--- src/rtl/mcg_pkg.sv ---
// Shared constants and types of the machine clock generator
package mcg_pkg;

	// ==========================================================
	// Timing
	localparam int REF_CLK_MHZ   = 200;
	localparam int LOCK_TIME_US  = 30;
	localparam int LOCK_CYCLES   = LOCK_TIME_US * REF_CLK_MHZ;
	localparam int LOCK_W        = 16;

	// ==========================================================
	// Register bus
	localparam int AXI_AW = 4;
	localparam int AXI_DW = 32;
	localparam logic [AXI_AW-1:0] OFS_MODE = 4'h0;
	localparam logic [AXI_AW-1:0] OFS_BANK = 4'h4;
	localparam logic [AXI_AW-1:0] OFS_STAT = 4'h8;
	localparam logic [1:0] RESP_OKAY   = 2'h0;
	localparam logic [1:0] RESP_SLVERR = 2'h2;

	// ==========================================================
	// Clock mode register fields
	localparam int MODE_FRAC_LSB = 0;
	localparam int MODE_INT_LSB  = 2;
	localparam int MODE_PLL_BIT  = 8;
	localparam int MODE_DIV4_BIT = 9;
	localparam logic [3:0] MULT_INT_RESET  = 4'h1;
	localparam logic [1:0] MULT_FRAC_RESET = 2'h0;

	// ==========================================================
	// Bank switch control register: machine_clock_output divide field
	localparam int DIV_LSB = 0;
	localparam logic [1:0] DIV_NONE  = 2'h0;
	localparam logic [1:0] DIV_BY2   = 2'h1;
	localparam logic [1:0] DIV_BY4   = 2'h2;
	localparam logic [1:0] DIV_RESET = DIV_BY4;

	// ==========================================================
	// Status register fields
	localparam int STAT_LOCK_BIT = 0;
	localparam int STAT_OSC_BIT  = 1;
	localparam int STAT_PLL_BIT  = 2;
	localparam int STAT_DIV4_BIT = 3;
	localparam int STAT_PINS_LSB = 4;

	// ==========================================================
	// Mode pin codes, ordered {pin_1, pin_2, pin_3}
	localparam logic [2:0] PINS_DIV2_NO_OSC = 3'h0;
	localparam logic [2:0] PINS_DIV4        = 3'h5;
	localparam logic [2:0] PINS_DIV2        = 3'h7;

	// ==========================================================
	// Clock source of the machine clock
	typedef enum logic [1:0] {
		SRC_DIV2 = 2'b00,
		SRC_DIV4 = 2'b01,
		SRC_PLL  = 2'b10
	} mcg_src_t;

endpackage : mcg_pkg

--- src/rtl/mcg_ref_meter.sv ---
// Reference clock edge detector and period meter
`timescale 1ns/10ps
module mcg_ref_meter #(
	parameter int PER_W = 16
) (
	input  wire logic             ref_clk,
	input  wire logic             reset,
	input  wire logic             ref_level,
	output logic                  ref_rise,
	output logic [PER_W-1:0]      period,
	output logic                  period_valid
);
	import mcg_pkg::*;

	typedef struct packed {
		logic             prev;
		logic             armed;
		logic             rise;
		logic [PER_W-1:0] cnt;
		logic [PER_W-1:0] per;
		logic             valid;
	} mcg_meter_st_t;

	mcg_meter_st_t q, d;

	always_comb begin
		d = q;
		d.prev = ref_level;
		d.rise = ref_level & ~q.prev;
		if (ref_level && !q.prev) begin
			d.per   = q.cnt + PER_W'(1);
			d.cnt   = '0;
			// First rise after reset only starts the count: partial period
			d.armed = 1'b1;
			d.valid = q.armed & ~&q.cnt;
		end else if (!(&q.cnt)) begin
			d.cnt = q.cnt + PER_W'(1);
		end else begin
			// Stopped reference: no rate to follow, hold count and period, drop valid
			d.valid = 1'b0;
		end
		if (reset) begin
			d = '0;
			// Start from the pin's level so reset gives no false edge
			d.prev = ref_level;
		end
	end

	always_ff @(posedge ref_clk) begin
		q <= d;
	end

	assign ref_rise     = q.rise;
	assign period       = q.per;
	assign period_valid = q.valid;

endmodule : mcg_ref_meter

--- src/rtl/mcg_out_div.sv ---
// Clock output divider driven by machine clock half-period events
`timescale 1ns/10ps
module mcg_out_div (
	input  wire logic        ref_clk,
	input  wire logic        reset,
	input  wire logic        mach_toggle,
	input  wire logic [1:0]  divide_field,
	output logic             clock_out
);
	import mcg_pkg::*;

	typedef struct packed {
		logic [1:0] cnt;
		logic       out;
	} mcg_div_st_t;

	mcg_div_st_t q, d;
	logic [1:0]  lim;

	always_comb begin
		d = q;
		case (divide_field)
			DIV_NONE: lim = 2'h0;
			DIV_BY2:  lim = 2'h1;
			default:  lim = 2'h3;
		endcase
		if (mach_toggle) begin
			if (q.cnt >= lim) begin
				d.out = ~q.out;
				d.cnt = 2'h0;
			end else begin
				d.cnt = q.cnt + 2'h1;
			end
		end
		if (reset) begin
			d = '0;
		end
	end

	always_ff @(posedge ref_clk) begin
		q <= d;
	end

	assign clock_out = q.out;

endmodule : mcg_out_div

--- src/rtl/mcg_clock_gen.sv ---
// Machine clock generator top: mode decode, multiplier, lock timer, register slave
//
// The implementer's own choices: register access over AXI4-Lite and the register offsets.
`timescale 1ns/10ps

// Operation
// - Machine clock: reference divided or multiplied
// - Oscillator enabled only by oscillator pin codes
// - Output is multiple set by mode register
// - Pin codes 000, 101, 111 select bypass
// - Output divide resets to four, 00 undivided
// - Software programs multiplier after reset
// - Integer, quarter, half and three-quarter factors
// - Lock reached within 30 us of change
// - Bypass modes static at any reference rate
// - Prefer multiplier for highest machine rate
module mcg_clock_gen #(
	parameter logic [mcg_pkg::LOCK_W-1:0] LOCK_CYCLES = mcg_pkg::LOCK_W'(mcg_pkg::LOCK_CYCLES),
	parameter int                         PER_W       = 16
) (
	input  wire logic                        ref_clk,
	input  wire logic                        reset,
	input  wire logic                        reference_clock_input,
	input  wire logic                        mode_select_pin_1,
	input  wire logic                        mode_select_pin_2,
	input  wire logic                        mode_select_pin_3,
	input  wire logic [mcg_pkg::AXI_AW-1:0]  s_axi_awaddr,
	input  wire logic                        s_axi_awvalid,
	output logic                             s_axi_awready,
	input  wire logic [mcg_pkg::AXI_DW-1:0]  s_axi_wdata,
	input  wire logic [3:0]                  s_axi_wstrb,
	input  wire logic                        s_axi_wvalid,
	output logic                             s_axi_wready,
	output logic [1:0]                       s_axi_bresp,
	output logic                             s_axi_bvalid,
	input  wire logic                        s_axi_bready,
	input  wire logic [mcg_pkg::AXI_AW-1:0]  s_axi_araddr,
	input  wire logic                        s_axi_arvalid,
	output logic                             s_axi_arready,
	output logic [mcg_pkg::AXI_DW-1:0]       s_axi_rdata,
	output logic [1:0]                       s_axi_rresp,
	output logic                             s_axi_rvalid,
	input  wire logic                        s_axi_rready,
	output logic                             osc_enable,
	output logic                             crystal_drive_pin,
	output logic                             pll_enable,
	output logic                             pll_locked,
	output logic                             machine_clock,
	output logic                             machine_clock_output
);
	import mcg_pkg::*;

	localparam int ACC_W = PER_W + 3;

	typedef struct packed {
		logic              awhave;
		logic [AXI_AW-1:0] awaddr;
		logic              whave;
		logic [AXI_DW-1:0] wdata;
		logic [3:0]        wstrb;
		logic              bvalid;
		logic [1:0]        bresp;
		logic              rvalid;
		logic [AXI_DW-1:0] rdata;
		logic [1:0]        rresp;
		mcg_src_t          src;
		logic              osc_en;
		logic              xdrv;
		logic [3:0]        mint;
		logic [1:0]        mfrac;
		logic [1:0]        divf;
		logic [2:0]        pins;
		logic [LOCK_W-1:0] lock_cnt;
		logic              locked;
		logic [ACC_W-1:0]  acc;
		logic              div4_ph;
		logic              mclk;
	} mcg_top_st_t;

	mcg_top_st_t      q, d;
	logic             ref_rise;
	logic [PER_W-1:0] ref_period;
	logic             period_valid;
	logic             mach_tgl;
	logic [2:0]       pins_now;
	logic [5:0]       mult_q4;
	logic [ACC_W-1:0] acc_sum;
	logic [ACC_W-1:0] acc_lim;

	// Ordered as the package pin codes
	assign pins_now = {mode_select_pin_1, mode_select_pin_2, mode_select_pin_3};

	// ==========================================================
	// Reference edge and period
	mcg_ref_meter #(
		.PER_W (PER_W)
	) u_meter (
		.ref_clk      (ref_clk),
		.reset        (reset),
		.ref_level    (reference_clock_input),
		.ref_rise     (ref_rise),
		.period       (ref_period),
		.period_valid (period_valid)
	);

	// ==========================================================
	// Register read view
	function automatic logic [AXI_DW-1:0] read_word(input mcg_top_st_t s,
			input logic [AXI_AW-1:0] a);
		logic [AXI_DW-1:0] w;
		w = '0;
		case (a)
			OFS_MODE: begin
				w[MODE_FRAC_LSB +: 2] = s.mfrac;
				w[MODE_INT_LSB +: 4]  = s.mint;
				w[MODE_PLL_BIT]       = (s.src == SRC_PLL);
				w[MODE_DIV4_BIT]      = (s.src == SRC_DIV4);
			end
			OFS_BANK: w[DIV_LSB +: 2] = s.divf;
			OFS_STAT: begin
				w[STAT_LOCK_BIT]      = s.locked;
				w[STAT_OSC_BIT]       = s.osc_en;
				w[STAT_PLL_BIT]       = (s.src == SRC_PLL);
				w[STAT_DIV4_BIT]      = (s.src == SRC_DIV4);
				w[STAT_PINS_LSB +: 3] = s.pins;
			end
			default: w = '0;
		endcase
		return w;
	endfunction : read_word

	// ==========================================================
	// Next state
	always_comb begin
		d        = q;
		mach_tgl = 1'b0;
		// Zero integer part would stop the clock; run it with an integer part of one
		mult_q4  = {(q.mint == 4'h0) ? 4'h1 : q.mint, q.mfrac};
		acc_sum  = q.acc + ACC_W'({mult_q4, 1'b0});
		// Four times the period, matching the two fraction bits of the factor
		acc_lim  = {1'b0, ref_period, 2'b00};

		// ------------------------------------------------------
		// Settling timer counts first, so a mode write below reloads it
		if (q.lock_cnt != '0) begin
			d.lock_cnt = q.lock_cnt - LOCK_W'(1);
		end

		// ------------------------------------------------------
		// Register bus
		// Write address and data are taken independently, in either order
		if (s_axi_awvalid && !q.awhave && !q.bvalid) begin
			d.awhave = 1'b1;
			d.awaddr = s_axi_awaddr;
		end
		if (s_axi_wvalid && !q.whave && !q.bvalid) begin
			d.whave = 1'b1;
			d.wdata = s_axi_wdata;
			d.wstrb = s_axi_wstrb;
		end
		if (q.awhave && q.whave) begin
			d.awhave = 1'b0;
			d.whave  = 1'b0;
			d.bvalid = 1'b1;
			d.bresp  = RESP_OKAY;
			case (q.awaddr)
				OFS_MODE: begin
					if (q.wstrb[0]) begin
						d.mfrac = q.wdata[MODE_FRAC_LSB +: 2];
						d.mint  = q.wdata[MODE_INT_LSB +: 4];
					end
					if (q.wstrb[1]) begin
						if (q.wdata[MODE_PLL_BIT]) begin
							d.src = SRC_PLL;
						end else if (q.wdata[MODE_DIV4_BIT]) begin
							d.src = SRC_DIV4;
						end else begin
							d.src = SRC_DIV2;
						end
					end
					// A mode write with either low byte strobe set restarts the settling window
					if (|q.wstrb[1:0]) begin
						d.lock_cnt = LOCK_CYCLES;
					end
				end
				OFS_BANK: begin
					if (q.wstrb[0]) begin
						d.divf = q.wdata[DIV_LSB +: 2];
					end
				end
				OFS_STAT: d.bresp = RESP_OKAY;
				default:  d.bresp = RESP_SLVERR;
			endcase
		end
		if (q.bvalid && s_axi_bready) begin
			d.bvalid = 1'b0;
		end

		if (q.rvalid) begin
			if (s_axi_rready) begin
				d.rvalid = 1'b0;
			end
		end else if (s_axi_arvalid) begin
			d.rvalid = 1'b1;
			d.rdata  = read_word(q, s_axi_araddr);
			case (s_axi_araddr)
				OFS_MODE, OFS_BANK, OFS_STAT: d.rresp = RESP_OKAY;
				default:                      d.rresp = RESP_SLVERR;
			endcase
		end

		// ------------------------------------------------------
		// Machine clock half-period events
		case (q.src)
			SRC_DIV2: begin
				// Purely edge driven: holds indefinitely if the reference stops
				mach_tgl = ref_rise;
			end
			SRC_DIV4: begin
				// Toggle on every second reference rise
				if (ref_rise) begin
					d.div4_ph = ~q.div4_ph;
					mach_tgl  = q.div4_ph;
				end
			end
			SRC_PLL: begin
				// Two events per reference period per unit of factor.
				// Limited to one event per cycle, so output tops out at half
				// of ref_clk; bypass modes top out lower, at one event per two cycles in SRC_DIV2 and one per four in SRC_DIV4.
				if (period_valid) begin
					if (acc_sum >= acc_lim) begin
						d.acc    = acc_sum - acc_lim;
						mach_tgl = 1'b1;
					end else begin
						d.acc = acc_sum;
					end
				end
			end
			default: mach_tgl = 1'b0;
		endcase
		if (mach_tgl) begin
			d.mclk = ~q.mclk;
		end

		// ------------------------------------------------------
		// Lock follows the source written this cycle: bypass is locked at once
		d.locked = (d.src != SRC_PLL) || (d.lock_cnt == '0);
		d.xdrv   = q.osc_en & ~reference_clock_input;

		// ------------------------------------------------------
		// Synchronous reset catches the mode pins
		if (reset) begin
			d          = '0;
			d.pins     = pins_now;
			d.mint     = MULT_INT_RESET;
			d.mfrac    = MULT_FRAC_RESET;
			d.divf     = DIV_RESET;
			d.osc_en   = (pins_now != PINS_DIV2_NO_OSC);
			d.lock_cnt = LOCK_CYCLES;
			case (pins_now)
				PINS_DIV2_NO_OSC: d.src = SRC_DIV2;
				PINS_DIV4:        d.src = SRC_DIV4;
				PINS_DIV2:        d.src = SRC_DIV2;
				default:          d.src = SRC_PLL;
			endcase
			// Bypass codes report locked straight out of reset
			d.locked   = (d.src != SRC_PLL);
		end
	end

	always_ff @(posedge ref_clk) begin
		q <= d;
	end

	// ==========================================================
	// Clock output divider
	mcg_out_div u_div (
		.ref_clk      (ref_clk),
		.reset        (reset),
		.mach_toggle  (mach_tgl),
		.divide_field (q.divf),
		.clock_out    (machine_clock_output)
	);

	// ==========================================================
	// Outputs
	// Readies come from held state only, no path from the valids
	assign s_axi_awready     = ~q.awhave & ~q.bvalid;
	assign s_axi_wready      = ~q.whave & ~q.bvalid;
	assign s_axi_bvalid      = q.bvalid;
	assign s_axi_bresp       = q.bresp;
	assign s_axi_arready     = ~q.rvalid;
	assign s_axi_rvalid      = q.rvalid;
	assign s_axi_rdata       = q.rdata;
	assign s_axi_rresp       = q.rresp;
	assign osc_enable        = q.osc_en;
	assign crystal_drive_pin = q.xdrv;
	assign pll_enable        = (q.src == SRC_PLL);
	assign pll_locked        = q.locked;
	assign machine_clock     = q.mclk;

endmodule : mcg_clock_gen

--- config.mk ---
export PLATFORM = sky130hd
export DESIGN_NAME = mcg_clock_gen
export DESIGN_NICKNAME = d
export VERILOG_FILES = /design/src/rtl/mcg_pkg.sv /design/src/rtl/mcg_ref_meter.sv /design/src/rtl/mcg_out_div.sv /design/src/rtl/mcg_clock_gen.sv
export SDC_FILE = /design/constraint.sdc
export NUM_CORES = 1
export LEC_CHECK = 0
export BUFFER_PORTS_ARGS = -buffer_cell sky130_fd_sc_hd__clkbuf_2
export CORE_MARGIN = 1.5
export CORE_UTILIZATION = 60
export CTS_BUF_LIST = sky130_fd_sc_hd__clkbuf_8
export DETAILED_ROUTE_END_ITERATION = 10
export MAX_ROUTING_LAYER = met4
export PLACE_DENSITY = 0.83
export SYNTH_ARGS = -nofsm -noshare
export SYNTH_HDL_FRONTEND = slang
export SYNTH_HIERARCHICAL = 1
export SYNTH_SLANG_ARGS = --single-unit
--- constraint.sdc ---
create_clock -name ref_clk -period 4.85 [get_ports ref_clk]
set_input_delay 0 -clock ref_clk [delete_from_list [all_inputs] [get_ports ref_clk]]
set_output_delay 0 -clock ref_clk [all_outputs]
set_load 0.02 [all_outputs]
==> results of run 1 <==
==> state kept, by name, indices dropped and copies added (netlist names) <==
name	flops
u_meter/ref_rise	1
u_meter/period_valid	1
u_meter/q	18
u_meter/period	16
s_axi_rresp	1
s_axi_rdata	9
s_axi_rvalid	1
mult_q4	2
s_axi_bvalid	1
osc_enable	1
u_div/q	2
q	62
s_axi_bresp	1
crystal_drive_pin	1
machine_clock	1
u_div/clock_out	1
pll_locked	1
==> worst min-delay path by stage <==
stage | startpoint | end | slack (ns) | depth (start not counted)
global placement | reference_clock_input | u_meter/q[35]$_DFF_P_ | 0.13 | 1
finish | s_axi_araddr[3] | s_axi_rdata[9]$_SDFFE_PP0P_ | 0.05 | 4
detailed placement | reference_clock_input | u_meter/q[35]$_DFF_P_ | 0.14 | 1
CTS | s_axi_araddr[3] | s_axi_rdata[9]$_SDFFE_PP0P_ | 0.01 | 4
floorplan | reference_clock_input | u_meter/q[35]$_DFF_P_ | 0.03 | 0
global route | s_axi_awvalid | q[132]$_SDFFE_PP0P_ | 0.09 | 4
==> power breakdown <==
part           internal, uW  switching, uW  leakage [uW]
sequential             1030           36.2      0.000983
combinational           131            194       0.00181
clock                   486            401      0.000206
total                  1640            631       0.00300
==> cells in the final DEF, fill, tap and decap left out, drive strengths merged, types with 22 or more instances in the layout <==
master         n
xor2          22
conb          25
nand3         32
dlygate4sd3   24
xnor2         30
inv           41
nor3          30
clkbuf        70
o21ai         51
ha            28
nor2          64
nand2         91
dfxtp        116
a21oi         66
mux2i         24
==> what timing repair did <==
item / in CTS / in global routing
gates resized for setup: 0 / 3
endpoints found under the hold margin: 29 / 0
hold buffers: 24 / 0
endpoints found under the setup margin: 0 / 5
==> worst min-delay path: stages <==
cell	delay, ns
clkbuf_2	0.15
nor4_1	0.13
nand3_1	0.10
a21oi_1	0.06
==> final cells by class <==
| type | instances | area (um^2) |
|---|---|---|
| clock buffers | 20 | 275 |
| inverters | 37 | 139 |
| multi-input cells | 630 | 4020 |
| fillers | 901 | 3710 |
| flip-flops and latches | 120 | 2440 |
| clock inverters | 11 | 109 |
| repair buffers | 79 | 541 |
| well taps | 143 | 179 |
==> Yosys cell counts (4+ instances only) <==
cell type and n:
a2111oi_0 5, a211oi_1 8, a21boi_0 4, a21o_1 9, a21oi_1 66, a221oi_1 4, a31oi_1 5, and2_1 8
and3_1 6, buf_2 5, buf_4 54, clkbuf_1 22, dfxtp_1 116, edfxtp_1 4, ha_1 28, inv_1 37
mux2i_1 24, nand2_1 90, nand3_1 31, nand3b_1 4, nand4_1 14, nor2_1 63, nor2b_1 8, nor3_1 27
nor3b_1 5, nor4_1 8, o21a_1 5, o21ai_0 48, or2_2 7, or3_1 6, xnor2_1 29, xor2_1 22
==> metal layers <==
metal  vias up  share of wire [%]
met5         -                  0
met4         0                2.1
met3        37                4.4
met2       193                 48
met1      2879                 45
li1       3002                  -
==> metrics by stage <==
stage	util, %	hold WS, ns
2_1_floorplan	-	0.0277
3_5_place_dp	61.9	0.141
3_3_place_gp	61.9	0.132
5_1_grt	67.5	0.0870
6_report	67.5	0.0548
4_1_cts	67.4	0.0128
==> cell families (layout without fill, tap and decap cells) <==
family / count (synthesis) / in the layout
flip-flops: 120 / 120
AND/OR/NAND/NOR: 307 / 307
AO/OA/AOI/OAI: 188 / 188
adder cells (fa/ha/maj): 30 / 30
buffers and inverters: 120 / 147
multiplexers: 28 / 28
other: 1 / 25
XOR/XNOR: 52 / 52
==> flow_summary.ini, run 1 <==
[status]
status = complete, no violations

[layout]
fin_area_um2 = 7710
diodes = 0
drive_above_1_share_pct = 12.9
fin_cells = 1040
fin_nets = 970
flow.area_growth_from_synthesis_pct = 9.63

[clock_network]
cts-root-buf = clkbuf_8
clkTransAtPathRegs_ns = 0.08
clockBufferDepth = 2
h-tree-depth = 4
cts_sinks = 120
cts_tree = built
post_cts_buffers = 0
insertion_delay_ns = 0.44
cts_buffers = 17

[setup_path]
critPathLaunch = q[48]$_SDFFE_PP0P_
critPathCaptureType = flop
critPathBufInv = 1
crit_family = simple AND/OR/NAND/NOR gates
path_max_fanout = 23
r2r_cells = 17
reg2reg_from = q[48]$_SDFFE_PP0P_
critPathArrivalTime_ns = 4.93
endpoint = q[9]$_SDFFE_PP0P_
cp-start-kind = flop
critPathSlowestCell = or3_1
cp_common_cell = a21oi_1
rrSetupSlack_ns = 0.26
path_depth = 17
required_ns = 5.19
crit_chain = nor3_1 -> or2_2 -> ha_1 -> a21oi_1 -> a21oi_1 -> or3_1 -> nand4_1 -> xnor2_1 -> ha_1 -> a211oi_2 -> o21bai_1 -> nor3_1 -> a21oi_1 -> nor3_2 -> buf_12 -> mux2_2 -> a32o_1
path_class = reg2reg
r2r-end = q[9]$_SDFFE_PP0P_
critPathMaxStageDelay_ns = 0.50

[placed_design]
place_area_um2 = 7070
dp_hpwl_um = 11100
dp_cells = 985
preCtsSetupSlack_ns = 0.230
portBuffers = 50
gp_congestion = 0.870

[synthesis]
syn_area_per_cell_um2 = 8.31
postSynthCellCount = 846
synth_top_area_share_pct = 33.0
synth-simple-area-share_pct = 22.5
synth_compound_area_share_pct = 17.0
synth.area.top_cells = dfxtp_1, buf_4, ha_1, nand2_1, a21oi_1
seq_area_frac_synth_pct = 34.7
yosysTopAreaCell = dfxtp_1
synth_edf_count = 4
ys_seq_elements = 120
synth_xor_area_share_pct = 6.59
synth_top_family_by_area = simple AND/OR/NAND/NOR gates
ys.flop_type = dfxtp_1
synth_cell_types = 81
muxShareOfSynthArea_pct = 4.11
synth_async_sr_flop_share_pct = 0
yosysWarnings = 6
synthAdderAreaFrac_pct = 5.55
syn_area_um2 = 7030

[timing]
worst_slew_pin_slew_ns = 0.981
rsz0062_at_grt = false
fin_skew_ns = 0.0131
fin_tns_setup_ns = 0
slew_viol_final = 0
fin_ws_ns = 0.264
finalCritPeriodShare_pct = 94.6
max_freq_mhz = 218
hold_viol = 0
max_slew_margin_pct = 34.3
period_minus_slack_ns = 4.59
setup_viol = 0

[grt]
globalRouteTotalUtil_pct = 26.2
grt_first_pass_wirelength_um = 25900
grt_pass1_vias = 5594
grt_overflow = 0
antenna_found_initial = 0
grt_use_met1_pct = 32.2
grtUsageMet2_pct = 43.0
grt_use_met3_pct = 5.41
grt_max_degree = 36
grt_busiest_layer = met2

[die]
num_rows = 39
core_um2 = 11400
die_x_um = 111
start_util_pct = 61.6
dieArea_um2 = 12400
ios = 102
die_height_um = 111

[min_path]
holdCritPathClass = in2reg

[route]
drt_first_pass_iters = 5
routed_via_density = 5.88
antenna_left = 0
vias = 6111
drc_errors = 0
routed_wirelength_um = 16000
initialDrtViolationCount = 591
routedWlPerCell_um = 15.4

[power]
p_per_area_nw_per_um2 = 295
peakVddDrop_mv = 0.363
power_uw = 2270
p_leak_uw = 0.00300

[run]
drv_cap = 0
Power figures use the tool's default switching activity.
==> inputs of run 2 (changes only) <==
- CORE_UTILIZATION: 60 -> 59
- PLACE_DENSITY: 0.83 -> 0.82
- SYNTH_HIERARCHICAL: 1 -> unset
==> run 2 against run 1 <==
Compared with the run above: die area shrank 4.2%; total power grew 2.0%; via count down 2.8%; combinational power up 5%; sequential power about the same; synthesized cell count shrank 5.3%; worst setup slack lost 0.087 ns; clock power increased by 4.6%; flip-flop and latch count unchanged; non-clock buffer count grew 10; clock skew hardly changed; count of clock-buffer cells in the layout down 3.
==> flow_summary.ini, run 2 <==
[status]
status = complete, no violations

[timing]
hold_viol = 0
max_slew_margin_pct = 34.5
setup_viol = 0
fin_skew_ns = 0.0133
finalCritPeriodShare_pct = 96.4
worst_slew_pin_slew_ns = 0.975
period_minus_slack_ns = 4.67
slew_viol_final = 0
max_freq_mhz = 214
fin_ws_ns = 0.177

[setup_path]
reg2reg_from = q[48]$_SDFFE_PP0P_
r2r_cells = 17
path_max_fanout = 13
critPathCaptureType = flop
required_ns = 5.22
critPathMaxStageDelay_ns = 0.55
r2r-end = q[13]$_SDFFE_PP0P_
path_class = reg2reg
critPathSlowestCell = a2111o_2
critPathArrivalTime_ns = 5.05
cp-start-kind = flop
crit_chain = nor3_1 -> or2_2 -> ha_1 -> a21oi_2 -> a21oi_1 -> a2111oi_1 -> buf_4 -> nand2b_1 -> xnor2_1 -> ha_1 -> or3_1 -> or3_1 -> and3_1 -> a2111o_2 -> buf_4 -> mux2_1 -> a21oi_1
rrSetupSlack_ns = 0.18

[power]
power_frac_comb_pct = 14.7
sequentialPowerShare_pct = 45.3
power.internal_uw = 1670
peakVddDrop_mv = 0.224
p_per_area_nw_per_um2 = 310
power_uw = 2320
p_clk_share_pct = 40.0
p_sw_share_pct = 28.1
power.net_switching_uw = 652
p_leak_uw = 0.00299

[synthesis]
syn_area_um2 = 6610
synth_async_sr_flop_share_pct = 0
yosysWarnings = 0
synthMostInstantiatedCell = dfxtp_1
ys.flop_type = dfxtp_1
postSynthCellCount = 801
ys_seq_elements = 120
synth_cell_types = 63
synth_top_area_share_pct = 35.1
synth.area.top_cells = dfxtp_1, a21oi_1, ha_1, nand2_1, buf_4
synth_common_cells = dfxtp_1, nand2_1, nor2_1
syn_area_per_cell_um2 = 8.26
yosysTopAreaCell = dfxtp_1
seq_area_frac_synth_pct = 36.9
synth_edf_count = 4

[layout]
fin_util_pct = 68.8
largest_reg_flops = 62
largest_register = q
layout_commonest_cell = dfxtp_1
drive_above_1_share_pct = 12.5
fin_cells = 1015
multi_input_comb_area_um2 = 3710
flow.area_growth_from_synthesis_pct = 13.3
register_area_um2 = 2440
final_cell_mix = dfxtp_1, nand2_1, nor2_1
diodes = 0
fin_nets = 947
fill_cells = 812

[grt]
antenna_found_initial = 0
grt_max_degree = 58
globalRouteTotalUtil_pct = 29.0
grt_overflow = 0
grt_pass1_vias = 5536
grt_first_pass_wirelength_um = 26000

[clock_network]
h-tree-depth = 4
clkTransAtPathRegs_ns = 0.08
insertion_delay_ns = 0.45
cts_tree = built
cts_sinks = 120
clockBufferDepth = 2
cts_buffers = 17
cts-root-buf = clkbuf_8

[run]
drv_cap = 0

[placed_design]
dp_cells = 950
preCtsSetupSlack_ns = 0.174
dp_hpwl_um = 10700
gp_congestion = 0.862
portBuffers = 50

[die]
ios = 102
die_x_um = 109
core_um2 = 10900
dieArea_um2 = 11900
die_height_um = 109
num_rows = 38
start_util_pct = 60.7

[route]
routed_via_density = 5.85
antenna_left = 0
vias = 5941
initialDrtViolationCount = 513
drc_errors = 0
routed_wirelength_um = 16200
drt_first_pass_iters = 6
routedWlPerCell_um = 15.9

[min_path]
hp-start = s_axi_araddr[3]
hold_depth = 3
holdCritPathClass = in2reg
hold_path_end = s_axi_rdata[6]$_SDFFE_PP0P_
==> run 2: per-layer routing <==
metal	wire (um)	track usage [%]
met1	6670	34.0
met2	7780	45.7
met3	1170	7.11
met4	556	15.4
met5	0	-
==> run 2: worst max-delay path, delay by kind of cell, from the launching register on <==
kind / cells / cell delay [ns]
multiplexers: 1 / 0.31
XOR/XNOR: 1 / 0.11
AND/OR/NAND/NOR: 6 / 1.45
adder cells (fa/ha/maj): 2 / 0.58
AO/OA/AOI/OAI: 5 / 1.32
buffers and inverters: 2 / 0.40
flip-flops: 1 / 0.42
==> run 2: repair_timing <==
item | 4_1_cts | 5_1_grt
setup endpoints to repair | 0 | 21
setup buffers | 0 | 5
gates resized for setup | 0 | 6
endpoints found under the hold margin | 32 | 0
hold buffers | 28 | 0
==> run 2: cells by family after synthesis <==
group                    after synthesis  share of synthesized area [%]
AND/OR/NAND/NOR                      278                           20.6
AO/OA/AOI/OAI                        185                           17.2
flip-flops                           120                           36.9
buffers and inverters                110                           8.55
XOR/XNOR                              52                           6.89
adder cells (fa/ha/maj)               30                           5.90
multiplexers                          25                           3.92
other                                  1                         0.0567
==> run 2: area by class of cell <==
class	instances	area share, %
clock buffers	17	3.12
clock inverters	15	2.31
inverters	39	1.95
multi-input cells	595	49.5
flip-flops and latches	120	32.6
well taps	140	2.34
repair buffers	89	8.18
==> run 2: per-stage QoR <==
stage | setup TNS, ns | cell area (um^2) | hold WS, ns
floorplan | 0 | 6700 | 0.0277
global placement | 0 | 6760 | 0.187
detailed placement | 0 | 6760 | 0.193
CTS | 0 | 7440 | 0.0300
global route | -0.0124 | 7490 | 0.107
finish | 0 | 7490 | 0.0689
==> run 2: how the worst max path moves through the flow <==
stage                     slack (ns)                  to          startpoint  cells past startpoint
after floorplan                 0.54  q[20]$_SDFFE_PP0P_  q[46]$_SDFFE_PP0P_                     16
after global placement          0.25  q[13]$_SDFFE_PP0P_  q[47]$_SDFFE_PP0P_                     17
after detailed placement        0.17  q[13]$_SDFFE_PP0P_  q[47]$_SDFFE_PP0P_                     17
after CTS                       0.12  q[13]$_SDFFE_PP0P_  q[47]$_SDFFE_PP0P_                     17
after global routing          -0.009  q[20]$_SDFFE_PP0P_  q[48]$_SDFFE_PP0P_                     18
final                           0.18  q[13]$_SDFFE_PP0P_  q[48]$_SDFFE_PP0P_                     17
==> run 2: power by group through the flow <==
stage	Sequential, uW	Clock [uW]	Combinational [uW]
CTS	1050	938	317
detailed placement	1070	0	297
finish	1050	927	341
global placement	1070	0	287
floorplan	1070	0	238
global route	1050	987	371
